## src/verilog/erx_pkg.sv

```systemverilog
// package: constants for the explicit receive frame builder
package erx_pkg;
  localparam logic [7:0] ERX_START_DELIM = 8'h7E;
  localparam logic [7:0] ERX_TYPE_EXPLICIT = 8'h91;
  localparam logic [7:0] ERX_TYPE_STANDARD = 8'h90;
  localparam logic [15:0] ERX_RESERVED_WORD = 16'hFFFE;
  localparam logic [7:0] ERX_CKSUM_BASE = 8'hFF;
  // bytes between length and checksum, payload excluded
  localparam logic [15:0] ERX_HDR_EXPLICIT = 16'h0012;
  localparam logic [15:0] ERX_HDR_STANDARD = 16'h000C;
  localparam int ERX_OPT_EXPLICIT_BIT = 1;
  localparam int ERX_OPT_ACK_BIT = 0;
  localparam int ERX_OPT_BCAST_BIT = 1;
  localparam int ERX_OPT_METHOD_LSB = 6;
  // apb register byte addresses
  localparam logic [11:0] ERX_ADDR_CTRL = 12'h000;
  localparam logic [11:0] ERX_ADDR_STATUS = 12'h004;
  localparam logic [11:0] ERX_ADDR_COUNT = 12'h008;
  localparam logic [7:0] ERX_CTRL_RESET = 8'h00;
  localparam int ERX_FIFO_DEPTH = 16;
  typedef enum logic [7:0] {
    ERX_IDLE  = 8'h01,
    ERX_HEAD  = 8'h02,
    ERX_ADDR  = 8'h04,
    ERX_EXPL  = 8'h08,
    ERX_OPTS  = 8'h10,
    ERX_DATA  = 8'h20,
    ERX_CKSUM = 8'h40,
    ERX_DONE  = 8'h80
  } erx_state_t;
endpackage

```

## src/verilog/erx_frame_builder.sv

```systemverilog
// explicit receive frame builder with apb control and output fifo
`timescale 1ns/1ns
`default_nettype none

// ------------------------------------------------------------
// byte fifo
// ------------------------------------------------------------
module erx_fifo #(
  parameter int WIDTH = 8,
  parameter int DEPTH = 16
) (
  input wire logic i_clk,
  input wire logic i_srst,
  input wire logic i_wr_valid,
  output logic o_wr_ready,
  input wire logic [WIDTH-1:0] i_wr_data,
  output logic o_rd_valid,
  input wire logic i_rd_ready,
  output logic [WIDTH-1:0] o_rd_data
);
  localparam int AW = $clog2(DEPTH);
  typedef struct packed {
    logic [AW-1:0] wp;
    logic [AW-1:0] rp;
    logic [AW:0] cnt;
  } erx_fifo_st_t;
  erx_fifo_st_t s_q, s_d;
  logic [WIDTH-1:0] mem [DEPTH];
  logic wr_en, rd_en;
  // ------------------------------------------------------------
  // occupancy flags
  // ------------------------------------------------------------
  // the extra count bit tells full from empty, since the two
  // pointers are equal in both cases
  assign o_wr_ready = (s_q.cnt != (AW+1)'(DEPTH));
  assign o_rd_valid = (s_q.cnt != '0);
  assign wr_en = i_wr_valid && o_wr_ready;
  assign rd_en = o_rd_valid && i_rd_ready;
  // storage is not reset, so the head word means nothing while
  // o_rd_valid is low
  assign o_rd_data = mem[s_q.rp];
  // ------------------------------------------------------------
  // pointer and count update
  // ------------------------------------------------------------
  always_comb begin
    s_d = s_q;
    if (wr_en) begin
      s_d.wp = s_q.wp + 1'b1;
    end
    if (rd_en) begin
      s_d.rp = s_q.rp + 1'b1;
    end
    if (wr_en && !rd_en) begin
      s_d.cnt = s_q.cnt + 1'b1;
    end else if (rd_en && !wr_en) begin
      s_d.cnt = s_q.cnt - 1'b1;
    end
  end
  // ------------------------------------------------------------
  // registers and storage
  // ------------------------------------------------------------
  always_ff @(posedge i_clk) begin
    if (i_srst) begin
      s_q <= '0;
    end else begin
      s_q <= s_d;
    end
    if (wr_en) begin
      mem[s_q.wp] <= i_wr_data;
    end
  end
endmodule

// ------------------------------------------------------------
// frame builder top
// ------------------------------------------------------------
module erx_frame_builder import erx_pkg::*; #(
  parameter int FIFO_DEPTH = ERX_FIFO_DEPTH
) (
  // clock and reset
  input wire logic I_CLK,
  input wire logic I_SRST,
  // apb slave
  input wire logic I_PSEL,
  input wire logic I_PENABLE,
  input wire logic I_PWRITE,
  input wire logic [11:0] I_PADDR,
  input wire logic [31:0] I_PWDATA,
  output logic [31:0] O_PRDATA,
  output logic O_PREADY,
  output logic O_PSLVERR,
  // packet descriptor from receive path
  input wire logic I_PKT_VALID,
  output logic O_PKT_READY,
  input wire logic [63:0] I_PKT_SRC_ADDR,
  input wire logic [7:0] I_PKT_SRC_EP,
  input wire logic [7:0] I_PKT_DST_EP,
  input wire logic [15:0] I_PKT_CLUSTER,
  input wire logic [15:0] I_PKT_PROFILE,
  input wire logic I_PKT_ACKED,
  input wire logic I_PKT_BCAST,
  input wire logic [1:0] I_PKT_METHOD,
  input wire logic [15:0] I_PKT_LEN,
  // payload byte stream
  input wire logic I_PLD_VALID,
  output logic O_PLD_READY,
  input wire logic [7:0] I_PLD_DATA,
  // serial frame byte stream
  output logic O_TX_VALID,
  input wire logic I_TX_READY,
  output logic [7:0] O_TX_DATA
);
  // ------------------------------------------------------------
  // state record
  // ------------------------------------------------------------
  // rdata holds the word captured in the apb setup cycle
  typedef struct packed {
    erx_state_t st;
    logic explicit_m;
    logic [63:0] src;
    logic [7:0] sep;
    logic [7:0] dep;
    logic [15:0] clu;
    logic [15:0] pro;
    logic [7:0] opt;
    logic [15:0] plen;
    logic [15:0] len;
    logic [4:0] idx;
    logic [15:0] left;
    logic [7:0] sum;
    logic [7:0] ctrl;
    logic [15:0] frames;
    logic [31:0] rdata;
  } erx_st_t;
  erx_st_t s_q, s_d;

  logic f_wr_valid, f_wr_ready;
  logic [7:0] f_wr_data;
  logic apb_acc, apb_wr, apb_cap;

  // ------------------------------------------------------------
  // output fifo
  // ------------------------------------------------------------
  // back-pressure from the host stalls the builder via f_wr_ready
  erx_fifo #(.WIDTH(8), .DEPTH(FIFO_DEPTH)) u_fifo (
    .i_clk(I_CLK),
    .i_srst(I_SRST),
    .i_wr_valid(f_wr_valid),
    .o_wr_ready(f_wr_ready),
    .i_wr_data(f_wr_data),
    .o_rd_valid(O_TX_VALID),
    .i_rd_ready(I_TX_READY),
    .o_rd_data(O_TX_DATA)
  );

  // ------------------------------------------------------------
  // apb slave
  // ------------------------------------------------------------
  // true for the offsets that hold a register
  function automatic logic reg_mapped(input logic [11:0] a);
    if (a == ERX_ADDR_CTRL) begin
      reg_mapped = 1'b1;
    end else if (a == ERX_ADDR_STATUS) begin
      reg_mapped = 1'b1;
    end else if (a == ERX_ADDR_COUNT) begin
      reg_mapped = 1'b1;
    end else begin
      reg_mapped = 1'b0;
    end
  endfunction

  // read data is captured in the setup cycle, so it already stands
  // in a flop at the access edge and no wait state is needed; the
  // price is that status is one cycle old when it is read
  assign apb_acc = I_PSEL && I_PENABLE;
  assign apb_wr = apb_acc && I_PWRITE;
  assign apb_cap = I_PSEL && !I_PENABLE && !I_PWRITE;
  assign O_PREADY = 1'b1;
  assign O_PRDATA = s_q.rdata;
  assign O_PSLVERR = apb_acc && !reg_mapped(I_PADDR);

  // ------------------------------------------------------------
  // stream handshakes
  // ------------------------------------------------------------
  // a descriptor is taken only in idle, so one frame is built at once
  assign O_PKT_READY = (s_q.st == ERX_IDLE);
  assign O_PLD_READY = (s_q.st == ERX_DATA) && f_wr_ready;

  // ------------------------------------------------------------
  // field byte selection
  // ------------------------------------------------------------
  // byte of the explicit-only header, idx 0..5 over bytes 14..19
  function automatic logic [7:0] expl_byte(input erx_st_t s);
    case (s.idx[2:0])
      3'h0: expl_byte = s.sep;
      3'h1: expl_byte = s.dep;
      3'h2: expl_byte = s.clu[15:8];
      3'h3: expl_byte = s.clu[7:0];
      3'h4: expl_byte = s.pro[15:8];
      default: expl_byte = s.pro[7:0];
    endcase
  endfunction

  // header byte: delimiter, length, type; idx 0..3
  function automatic logic [7:0] head_byte(input erx_st_t s);
    case (s.idx[1:0])
      2'h0: head_byte = ERX_START_DELIM;
      2'h1: head_byte = s.len[15:8];
      2'h2: head_byte = s.len[7:0];
      default: head_byte = s.explicit_m ? ERX_TYPE_EXPLICIT
                                         : ERX_TYPE_STANDARD;
    endcase
  endfunction

  // ------------------------------------------------------------
  // frame sequencing
  // ------------------------------------------------------------
  always_comb begin
    logic [7:0] b;
    logic push;
    b = 8'h00;
    push = 1'b0;
    s_d = s_q;
    f_wr_valid = 1'b0;
    f_wr_data = 8'h00;
    case (s_q.st)
      ERX_IDLE: begin
        if (I_PKT_VALID) begin
          // the option is sampled once per frame, so a control write
          // made while a frame is built applies to the next one
          s_d.explicit_m = s_q.ctrl[ERX_OPT_EXPLICIT_BIT];
          s_d.src = I_PKT_SRC_ADDR;
          s_d.sep = I_PKT_SRC_EP;
          s_d.dep = I_PKT_DST_EP;
          s_d.clu = I_PKT_CLUSTER;
          s_d.pro = I_PKT_PROFILE;
          // flags are independent bits that may combine
          s_d.opt = 8'h00;
          s_d.opt[ERX_OPT_ACK_BIT] = I_PKT_ACKED;
          s_d.opt[ERX_OPT_BCAST_BIT] = I_PKT_BCAST;
          s_d.opt[ERX_OPT_METHOD_LSB +: 2] = I_PKT_METHOD;
          s_d.plen = I_PKT_LEN;
          s_d.len = (s_q.ctrl[ERX_OPT_EXPLICIT_BIT] ? ERX_HDR_EXPLICIT
                     : ERX_HDR_STANDARD) + I_PKT_LEN;
          s_d.idx = '0;
          s_d.sum = 8'h00;
          s_d.st = ERX_HEAD;
        end
      end
      ERX_HEAD: begin
        b = head_byte(s_q);
        push = 1'b1;
      end
      ERX_ADDR: begin
        // idx 0..7 sender address msb first, 8..9 reserved word
        if (s_q.idx < 5'd8) begin
          b = s_q.src[63 - 8*s_q.idx[2:0] -: 8];
        end else if (s_q.idx == 5'd8) begin
          b = ERX_RESERVED_WORD[15:8];
        end else begin
          b = ERX_RESERVED_WORD[7:0];
        end
        push = 1'b1;
      end
      ERX_EXPL: begin
        b = expl_byte(s_q);
        push = 1'b1;
      end
      ERX_OPTS: begin
        b = s_q.opt;
        push = 1'b1;
      end
      ERX_DATA: begin
        // payload passes the fifo untouched; only the sum sees it
        f_wr_valid = I_PLD_VALID;
        f_wr_data = I_PLD_DATA;
        if (I_PLD_VALID && f_wr_ready) begin
          s_d.sum = s_q.sum + I_PLD_DATA;
          s_d.left = s_q.left - 16'h0001;
          if (s_q.left == 16'h0001) begin
            s_d.st = ERX_CKSUM;
          end
        end
      end
      ERX_CKSUM: begin
        f_wr_valid = 1'b1;
        f_wr_data = ERX_CKSUM_BASE - s_q.sum;
        if (f_wr_ready) begin
          s_d.st = ERX_DONE;
        end
      end
      ERX_DONE: begin
        // the frame counter wraps; software works with differences
        s_d.frames = s_q.frames + 16'h0001;
        s_d.st = ERX_IDLE;
      end
      default: begin
        s_d.st = ERX_IDLE;
      end
    endcase
    if (push) begin
      f_wr_valid = 1'b1;
      f_wr_data = b;
      if (f_wr_ready) begin
        // checksum covers everything from the type byte onward
        if (s_q.st != ERX_HEAD || s_q.idx == 5'd3) begin
          s_d.sum = s_q.sum + b;
        end
        s_d.idx = s_q.idx + 5'd1;
        s_d.left = s_q.plen;
        if (s_q.st == ERX_HEAD && s_q.idx == 5'd3) begin
          s_d.idx = '0;
          s_d.st = ERX_ADDR;
        end else if (s_q.st == ERX_ADDR && s_q.idx == 5'd9) begin
          // standard frame skips endpoints and identifiers
          s_d.idx = '0;
          s_d.st = s_q.explicit_m ? ERX_EXPL : ERX_OPTS;
        end else if (s_q.st == ERX_EXPL && s_q.idx == 5'd5) begin
          s_d.idx = '0;
          s_d.st = ERX_OPTS;
        end else if (s_q.st == ERX_OPTS) begin
          s_d.st = (s_q.plen == 16'h0000) ? ERX_CKSUM : ERX_DATA;
        end
      end
    end
    // register file
    // writes to unmapped or read-only offsets are dropped
    if (apb_wr && I_PADDR == ERX_ADDR_CTRL) begin
      s_d.ctrl = I_PWDATA[7:0];
    end
    if (apb_cap) begin
      if (I_PADDR == ERX_ADDR_CTRL) begin
        s_d.rdata = {24'h000000, s_q.ctrl};
      end else if (I_PADDR == ERX_ADDR_STATUS) begin
        s_d.rdata = {23'h000000, O_TX_VALID, s_q.st};
      end else if (I_PADDR == ERX_ADDR_COUNT) begin
        s_d.rdata = {16'h0000, s_q.frames};
      end else begin
        s_d.rdata = 32'h00000000;
      end
    end
  end

  // ------------------------------------------------------------
  // state register
  // ------------------------------------------------------------
  always_ff @(posedge I_CLK) begin
    if (I_SRST) begin
      s_q <= '0;
      s_q.st <= ERX_IDLE;
      s_q.ctrl <= ERX_CTRL_RESET;
    end else begin
      s_q <= s_d;
    end
  end
endmodule
`default_nettype wire

```

## config.mk

```make
export PLATFORM = sky130hd
export DESIGN_NAME = erx_frame_builder
export DESIGN_NICKNAME = d
export VERILOG_FILES = /design/src/verilog/erx_pkg.sv /design/src/verilog/erx_frame_builder.sv
export SDC_FILE = /design/constraint.sdc
export NUM_CORES = 1
export LEC_CHECK = 0
export ABC_AREA = 1
export BUFFER_PORTS_ARGS = -buffer_cell sky130_fd_sc_hd__buf_4
export CAP_MARGIN = 20
export CORE_ASPECT_RATIO = 0.6
export CORE_MARGIN = 2
export CORE_UTILIZATION = 39
export CTS_BUF_LIST = sky130_fd_sc_hd__clkbuf_8
export DETAILED_ROUTE_END_ITERATION = 8
export PLACE_DENSITY = 0.59
export SLEW_MARGIN = 25
export SYNTH_ARGS = -nofsm -noshare
export SYNTH_HDL_FRONTEND = slang
export SYNTH_SLANG_ARGS = --single-unit
```

## constraint.sdc

```tcl
create_clock -name I_CLK -period 7.9 [get_ports I_CLK]
set_clock_uncertainty 0.05 [all_clocks]
set_input_delay 0.395 -clock I_CLK [delete_from_list [all_inputs] [get_ports I_CLK]]
set_output_delay 0.395 -clock I_CLK [all_outputs]
set_load 0.03 [all_outputs]
```

# Word-level counts from Yosys, hierarchy flattened
# Memory sizes are Yosys's and may differ from the RTL's. A register that Yosys moved wholly into a read port is not among the register bits.
# Index checks and enable logic that the tools add are counted.
# classes
n_shift,1
order_cmp,1
mux,48
addsub,12
n_reduce_logical,29
n_eq_ne,23
# op_table
op,n
166-bit two-way mux,1
8-bit two-way mux,13
71-bit by 33-bit variable part select with 8-bit output,1
16-bit two-way mux,4
8-bit case mux with 4 select lines,2
29-bit two-way mux,2
5-bit two-way mux,8
8-bit case mux with 5 select lines,1
8-bit case mux with 2 select lines,2
24-bit two-way mux,1
8-bit case mux with 3 select lines,1
16-bit by 1-bit adder with 16-bit output (second input constant),1
5-bit by 16-bit adder with 16-bit output,1
8-bit adder,2
16-bit by 1-bit equality test with 1-bit output (second input constant),1
16-bit logical NOT,1
16-bit by 1-bit subtractor with 16-bit output (second input constant),1
1-bit logical AND,15
12-bit by 3-bit equality test with 1-bit output (second input constant),1
12-bit by 4-bit equality test with 1-bit output (second input constant),1
12-bit logical NOT,1
5-bit by 1-bit adder with 5-bit output (second input constant),2
5-bit by 4-bit equality test with 1-bit output (second input constant),2
1-bit two-way mux,9
33 further kinds,40
# word_totals
mem_bits_rw,128
regBits,255
wordCells,134
memories,1
output_inout_bits,45
inputBits,192
# mem_list
name,words,width,rd,rd_ports_with_merged_regs,write_ports,line_no,text
u_fifo.mem,16,8,1,1,1,erx_frame_builder.sv:28,logic [WIDTH-1:0] mem [DEPTH];

# Logic depth before layout (Yosys ltp)
# Gate-level depths: netlist (run 1).
# depth
depth_word,10
ltp_mapped,24

# Modules after synthesis
# Synthesis (run 1) repeated with hierarchy kept, for this count alone.
# unflattened
cells_unflattened,2330
hier_area_um2,18073.6
# modules_own_cells
module,area_per_inst_um2,instances,cells_per_inst
erx_frame_builder,11614.9,1,1675
erx_fifo,6458.7,1,655

# Worst setup path before layout (run 1)
# OpenSTA, ideal clock, no wires.
# synth_timing
kind,register -> register
from,register s_q[80] in the netlist's numbering
to,register s_q[62] in the netlist's numbering
n_path_buf,3
setup_slack_ns,4.435
setup_ns,0.122
arrival_ns,3.293
t_required_ns,7.728
path_stages_with_launch,25
cell_sequence,dfxtp_1 inv_1 clkbuf_1 clkbuf_1 ha_1 clkbuf_1 nand2_1 inv_1 nand2_1 nand2_1 a221oi_1 nand3_1 a21oi_1 nand3_1 ha_1 inv_1 fa_1 o21ai_0 nand2_1 nand2_1 a21oi_1 nand2_1 nand2_1 o21ai_0 a21oi_1
# synth_via
elab_chain_cells,8
word_cells_on_any_way,23
cone_classes,add/sub (2); order compare (1); eq/ne (8); shift (1); mux (8); reduce/logical (3)
# synth_rtl
element,line_no,text
from (decl),erx_frame_builder.sv:135,"erx_st_t s_q, s_d;"
6-bit by 6-bit subtractor with 7-bit output / 5-bit by 4-bit equality test with 1-bit output (equally long branches),"erx_frame_builder.sv:257, erx_frame_builder.sv:258",
71-bit by 33-bit variable part select with 8-bit output / 1-bit two-way mux (equally long branches),"erx_frame_builder.sv:257, erx_frame_builder.sv:258",
8-bit two-way mux,erx_frame_builder.sv:256,if (s_q.idx < 5'd8) begin
8-bit case mux with 4 select lines,erx_frame_builder.sv:226,case (s_q.st)
8-bit adder,erx_frame_builder.sv:307,s_d.sum = s_q.sum + b;
8-bit two-way mux *,erx_frame_builder.sv:306,if (s_q.st != ERX_HEAD || s_q.idx == 5'd3) begin
29-bit two-way mux *,erx_frame_builder.sv:304,if (f_wr_ready) begin
29-bit two-way mux *,erx_frame_builder.sv:301,if (push) begin
# Mark *: on every way between the ends. The rest lies on a longest branch, timed or not.
# A chain may end at the register's enable or synchronous reset.

# Worst setup path after layout (run 1)
# layout_timing
from,register s_q[81] in the netlist's numbering
to,register s_q[62] in the netlist's numbering
# Same word-level chain as after synthesis.

==> results of run 1 <==
==> per-stage QoR <==
step / instances / hold WS (ns) / utilization [%] / total power [mW]
floorplan: 2190 / 0.3745 / - / 2.849
global placement: 2844 / 0.3873 / 43.28 / 3.156
detailed placement: 2844 / 0.3983 / 43.28 / 3.174
CTS: 3081 / 0.0003335 / 48.87 / 4.908
global route: 3081 / 0.02622 / 48.87 / 5.115
finish: 3081 / 0.04971 / 48.87 / 4.858
==> final cells by class <==
class	instances	area (um2)	share of cell area, %
well taps	589	737.0	3.359
repair buffers	340	2892	13.18
multi-input cells	1474	7681	35.01
inverters	205	775.7	3.536
flip-flops and latches	370	8690	39.60
clock inverters	38	271.5	1.237
clock buffers	65	894.6	4.077
==> synthesized netlist by cell type, types with 8 or more instances <==
cell | instances | area, um2
nor2_1 | 346 | 1299
nand2_1 | 278 | 1044
o21ai_0 | 278 | 1391
dfxtp_1 | 242 | 4845
inv_1 | 192 | 720.7
a21oi_1 | 139 | 695.7
edfxtp_1 | 128 | 3844
nand3_1 | 112 | 560.5
clkbuf_1 | 84 | 315.3
o211ai_1 | 46 | 345.3
ha_1 | 36 | 450.4
buf_4 | 34 | 255.2
mux2i_1 | 32 | 320.3
nand4_1 | 22 | 137.6
buf_2 | 20 | 100.1
nor3_1 | 20 | 100.1
xor2_1 | 16 | 140.1
xnor2_1 | 12 | 105.1
a31oi_1 | 10 | 62.56
o22ai_1 | 9 | 56.30
nor2_2 | 8 | 50.05
==> sequential cells by signal, summed over array words and instances (netlist names), named ones only <==
name,count
s_q,209
u_fifo.mem,128
O_PRDATA,16
u_fifo.s_q,13
==> layer usage <==
metal,GRT usage [%],vias up,part of all wire [%]
met5,0,-,0.025
met3,3.896,55,6.6
met4,5.162,2,1.5
met1,32.24,7559,50
met2,31.65,454,42
li1,-,7849,-
==> where the power goes <==
group	switching (mW)	internal, mW
clock	0.784	0.883
sequential	0.0735	2.08
combinational	0.650	0.390
==> kinds of logic after synthesis <==
family | count (synthesis) | synth area share (%)
buf+inv | 346 | 8.218
other cells | 2 | 0.04227
fa+ha+maj | 40 | 2.986
flops | 370 | 48.90
mux | 32 | 1.803
simple gates | 825 | 19.94
compound gates | 532 | 16.74
xor+xnor | 28 | 1.380
==> worst max-delay path: stages, from the launching register on <==
cell	delay [ns]
dfxtp_1	0.88
inv_1	0.55
ha_1	0.48
inv_1	0.18
nor2_2	0.14
a221oi_1	0.44
nand3_1	0.17
a21oi_1	0.21
nand3_1	0.10
ha_1	0.21
inv_1	0.09
fa_1	0.21
o21ai_0	0.16
nand2_1	0.10
nand2_1	0.06
a21oi_1	0.17
nand2_1	0.07
nand2_1	0.06
o21ai_0	0.07
a21oi_1	0.16
==> repair_timing <==
item	4_1_cts	5_1_grt
hold endpoints to repair	135	0
endpoints found under the setup margin	0	0
hold buffers	134	0
==> how the worst max path moves through the flow <==
stage	from	to	slack [ns]
after global placement	s_q[81]$_SDFF_PP0_	s_q[62]$_SDFF_PP0_	3.40
after floorplan	s_q[80]$_SDFF_PP0_	s_q[62]$_SDFF_PP0_	4.44
after detailed placement	s_q[81]$_SDFF_PP0_	s_q[62]$_SDFF_PP0_	3.33
final	s_q[81]$_SDFF_PP0_	s_q[62]$_SDFF_PP0_	3.23
after global routing	s_q[81]$_SDFF_PP0_	s_q[62]$_SDFF_PP0_	2.89
after CTS	s_q[81]$_SDFF_PP0_	s_q[62]$_SDFF_PP0_	3.30
==> impl_metrics.toml, run 1 <==
[power_and_ir_drop]
power.density_nw_per_um2 = 221.4
vdd_drop_max_uv = 117.4
p_leak_nw = 9.274

[layout]
final_common_cell = "nor2_1"
areaGrowthSynthToFinish_pct = 23.48
nets = 2681
final.fill_count = 4323
fin_area_um2 = 21940
diodes = 0
mostFrequentLayoutCells = "346 x nor2_1, 278 x nand2_1, 278 x o21ai_0"
drive_gt1_share_pct = 13.28

[critical_path]
rr_worst_depth = 19
crit_arrival_ns = 5.16
r2r_start = "s_q[81]$_SDFF_PP0_"
endpoint_kind = "flop"
critPathMaxFanout = 22
r2r_setup_slack_ns = 3.23
crit_type = "reg -> reg"
startpoint_type = "flop"
r2r-end = "s_q[62]$_SDFF_PP0_"
cp_data_required_time_ns = 8.40

[floorplan]
fp.dieH_um = 169.3
core.rowCount = 60
die_w_um = 279.6
dieArea_um2 = 47340
ios = 237
core_area_um2 = 44890
initial_core_util_pct = 39.58

[sta]
finalCritPeriodShare_pct = 59.06
rsz0062_at_grt = "no"
max_freq_mhz = 214.3
slew_headroom_pct = 34.35
setup_tns_ns = 0
fin_ws_ns = 3.234
post-route-min-period_ns = 4.666
worst_pin_slew_ns = 0.9818
setup_violations = 0
slew_violations = 0
timing.final.hold_violations = 0

[route]
drc = 0
wire_per_inst_um = 16.82
dr.first_iter.drc_count = 1225
ant_nets = 0
drt-pass1-iter-count = 5
via_per_inst = 5.167
vias = 15920
wl_mm = 51.81

[clocking]
clk_path_buf_depth = 3
htreeDepth = 2
clockRootBuffer = "clkbuf_8"
cts_setup_buffers = 0
tritoncts = "built"
cts.sinks = 370
cts-buffers-inserted = 58
clkLatencyLatePin_ns = 0.63
post_cts_resize_count = 0
path_clk_slew_ns = 0.07

[grt]
grt_max_degree = 102
antenna_found_initial = 1
grt_pass1_wl_mm = 80.88
grt_pass1_vias = 15090
grt.total_usage_pct = 21.44
overflow = 0

[place]
gp_congestion = 0.8876
preCtsSetupSlack_ns = 3.332
placed_area_um2 = 19430
post-dp-hpwl_mm = 35.87
port_buffers = 195

[yosys]
synthesis.area_um2 = 17770
synthArstFlopShare_pct = 0
synth_cells = 2175
ys_warn_count = 0
synth_ff_type = "dfxtp_1"
synth-seq-cells = 370
seq_area_frac_synth_pct = 48.90
synth_edf_count = 128
syn_avg_cell_area_um2 = 8.169
synth.distinct_cells = 57

[outcome]
status = "completed"

[hold_path]
hp-class = "in -> reg"
hold_end = "s_q[198]$_SDFFE_PP0P_"
whs_path_depth = 3
hold_start = "I_PKT_SRC_ADDR[25]"

[flow_run]
max-cap-violations = 0
Power figures use the tool's default switching activity.
==> inputs of run 2 (changes only) <==
- clock period: 7.9 -> 4.3 ns (I/O delays scaled with it)
==> impl_metrics.toml, run 2 (same netlist as run 1, synthesis figures left out) <==
[clocking]
cts-buffers-inserted = 56
cts.sinks = 370
htreeDepth = 2
clockRootBuffer = "clkbuf_8"
tritoncts = "built"
clkLatencyLatePin_ns = 0.64
cts.hold.buffers_added = 144
cts_setup_buffers = 0
post_cts_resize_count = 0
path_clk_slew_ns = 0.07
clk_path_buf_depth = 3

[layout]
mostFrequentLayoutCells = "346 x nor2_1, 278 x nand2_1, 278 x o21ai_0"
stdcell_count = 3105
regMostFlops = "s_q"
final_common_cell = "nor2_1"
drive_gt1_share_pct = 13.60
largest_reg_flops = 209
nets = 2700
areaGrowthSynthToFinish_pct = 24.55

[critical_path]
startpoint_type = "flop"
crit_type = "reg -> reg"
r2r_setup_slack_ns = 0.57
endpoint_kind = "flop"
cp_data_required_time_ns = 4.78
crit_arrival_ns = 4.21
critPathMaxFanout = 10

[sta]
slew_headroom_pct = 34.31
rsz0062_at_grt = "no"
slew_violations = 0
setup_violations = 0
setup_tns_ns = 0
worst_pin_slew_ns = 0.9824
fin_ws_ns = 0.5704
finalCritPeriodShare_pct = 86.73
post-route-min-period_ns = 3.730
max_freq_mhz = 268.1
timing.final.hold_violations = 0

[grt]
grt_pass1_vias = 15350
antenna_found_initial = 2
grt_pass1_wl_mm = 82.52
grt.total_usage_pct = 21.91
overflow = 0
grt_max_degree = 104

[power_and_ir_drop]
p_leak_nw = 9.370
power.density_nw_per_um2 = 402.8
total_power_mw = 8.913
vdd_drop_max_uv = 272.3

[place]
place_inst = 2855
preCtsSetupSlack_ns = 0.7010
post-dp-hpwl_mm = 36.06
port_buffers = 195
gp_congestion = 0.9088

[route]
ant_nets = 0
wl_mm = 52.36
drt-pass1-iter-count = 6
wire_per_inst_um = 16.86
dr.first_iter.drc_count = 1329
vias = 15950
drc = 0
via_per_inst = 5.135

[outcome]
status = "completed"

[floorplan]
fp.dieH_um = 169.3
core_area_um2 = 44890
initial_core_util_pct = 39.58
dieArea_um2 = 47340
core.rowCount = 60
die_w_um = 279.6
ios = 237

[hold_path]
hp-class = "in -> reg"

[flow_run]
max-cap-violations = 0
## run 2: cell types whose count changed in the layout (fill, tap and decap cells not counted)
cell,delta
buf_4,+10
dlygate4sd3_1,+10
clkbuf_8,-4
clkinv_2,+3
buf_12,+2
clkinv_1,+2
inv_6,+2
buf_6,-1
clkinv_4,+1
clkinvlp_4,-1
diode_2,+1
inv_2,-1
## run 2: worst paths after layout
path | startpoint | end | cells past startpoint
worst max-delay path | s_q[81]$_SDFF_PP0_ | s_q[62]$_SDFF_PP0_ | 19
worst min-delay path | I_PWRITE | O_PRDATA[12]$_SDFFE_PP0P_ | 5
worst max register to register | s_q[81]$_SDFF_PP0_ | s_q[62]$_SDFF_PP0_ | 19
worst min register to register | s_q[132]$_SDFFE_PP0P_ | s_q[132]$_SDFFE_PP0P_ | 2
## run 2: power breakdown
group / internal [mW] / switching [mW] / total [mW] / leakage (nW)
Clock: 1.56 / 1.46 / 3.03 / 0.664
Combinational: 0.738 / 1.20 / 1.94 / 5.45
Sequential: 3.82 / 0.135 / 3.95 / 3.26
## run 2: layout make-up
| class | count | area [um2] |
|---|---|---|
| Multi-Input combinational cell | 1474 | 7681 |
| Tap cell | 589 | 737.0 |
| Antenna cell | 1 | 2.502 |
| Sequential cell | 370 | 8690 |
| Timing Repair Buffer | 361 | 3095 |
| Clock buffer | 61 | 839.6 |
| Clock inverter | 44 | 309.0 |
| Inverter | 205 | 775.7 |
| Fill cell | 4306 | 22760 |
## run 2: critical path, cell delays in order (launching register included)
cell and delay, ns:
dfxtp_1 0.37, inv_1 0.13, ha_1 0.38, inv_1 0.17, nor2_2 0.42, a221oi_1 0.26
nand3_1 0.14, a21oi_1 0.09, nand3_1 0.09, ha_1 0.18, inv_1 0.07, fa_1 0.41
o21ai_0 0.31, nand2_1 0.09, nand2_1 0.07, a21oi_1 0.07, nand2_1 0.06, nand2_1 0.05
o21ai_0 0.15, a21oi_1 0.05
## run 2: routing by layer
layer,vias up,GRT usage (%),wire (um)
li1,7906,-,-
met4,2,5.348,969
met5,-,0,7
met3,81,4.020,3286
met1,7501,32.48,25880
met2,455,32.84,22220
## run 2: per-stage QoR
step	hold slack [ns]	utilization [%]	instance area [um2]
6_report	0.07522	49.29	22130
5_1_grt	0.06217	49.29	22130
4_1_cts	0.02352	49.29	22130
3_5_place_dp	0.3908	43.52	19540
3_3_place_gp	0.3881	43.52	19540
2_1_floorplan	0.2999	-	17820
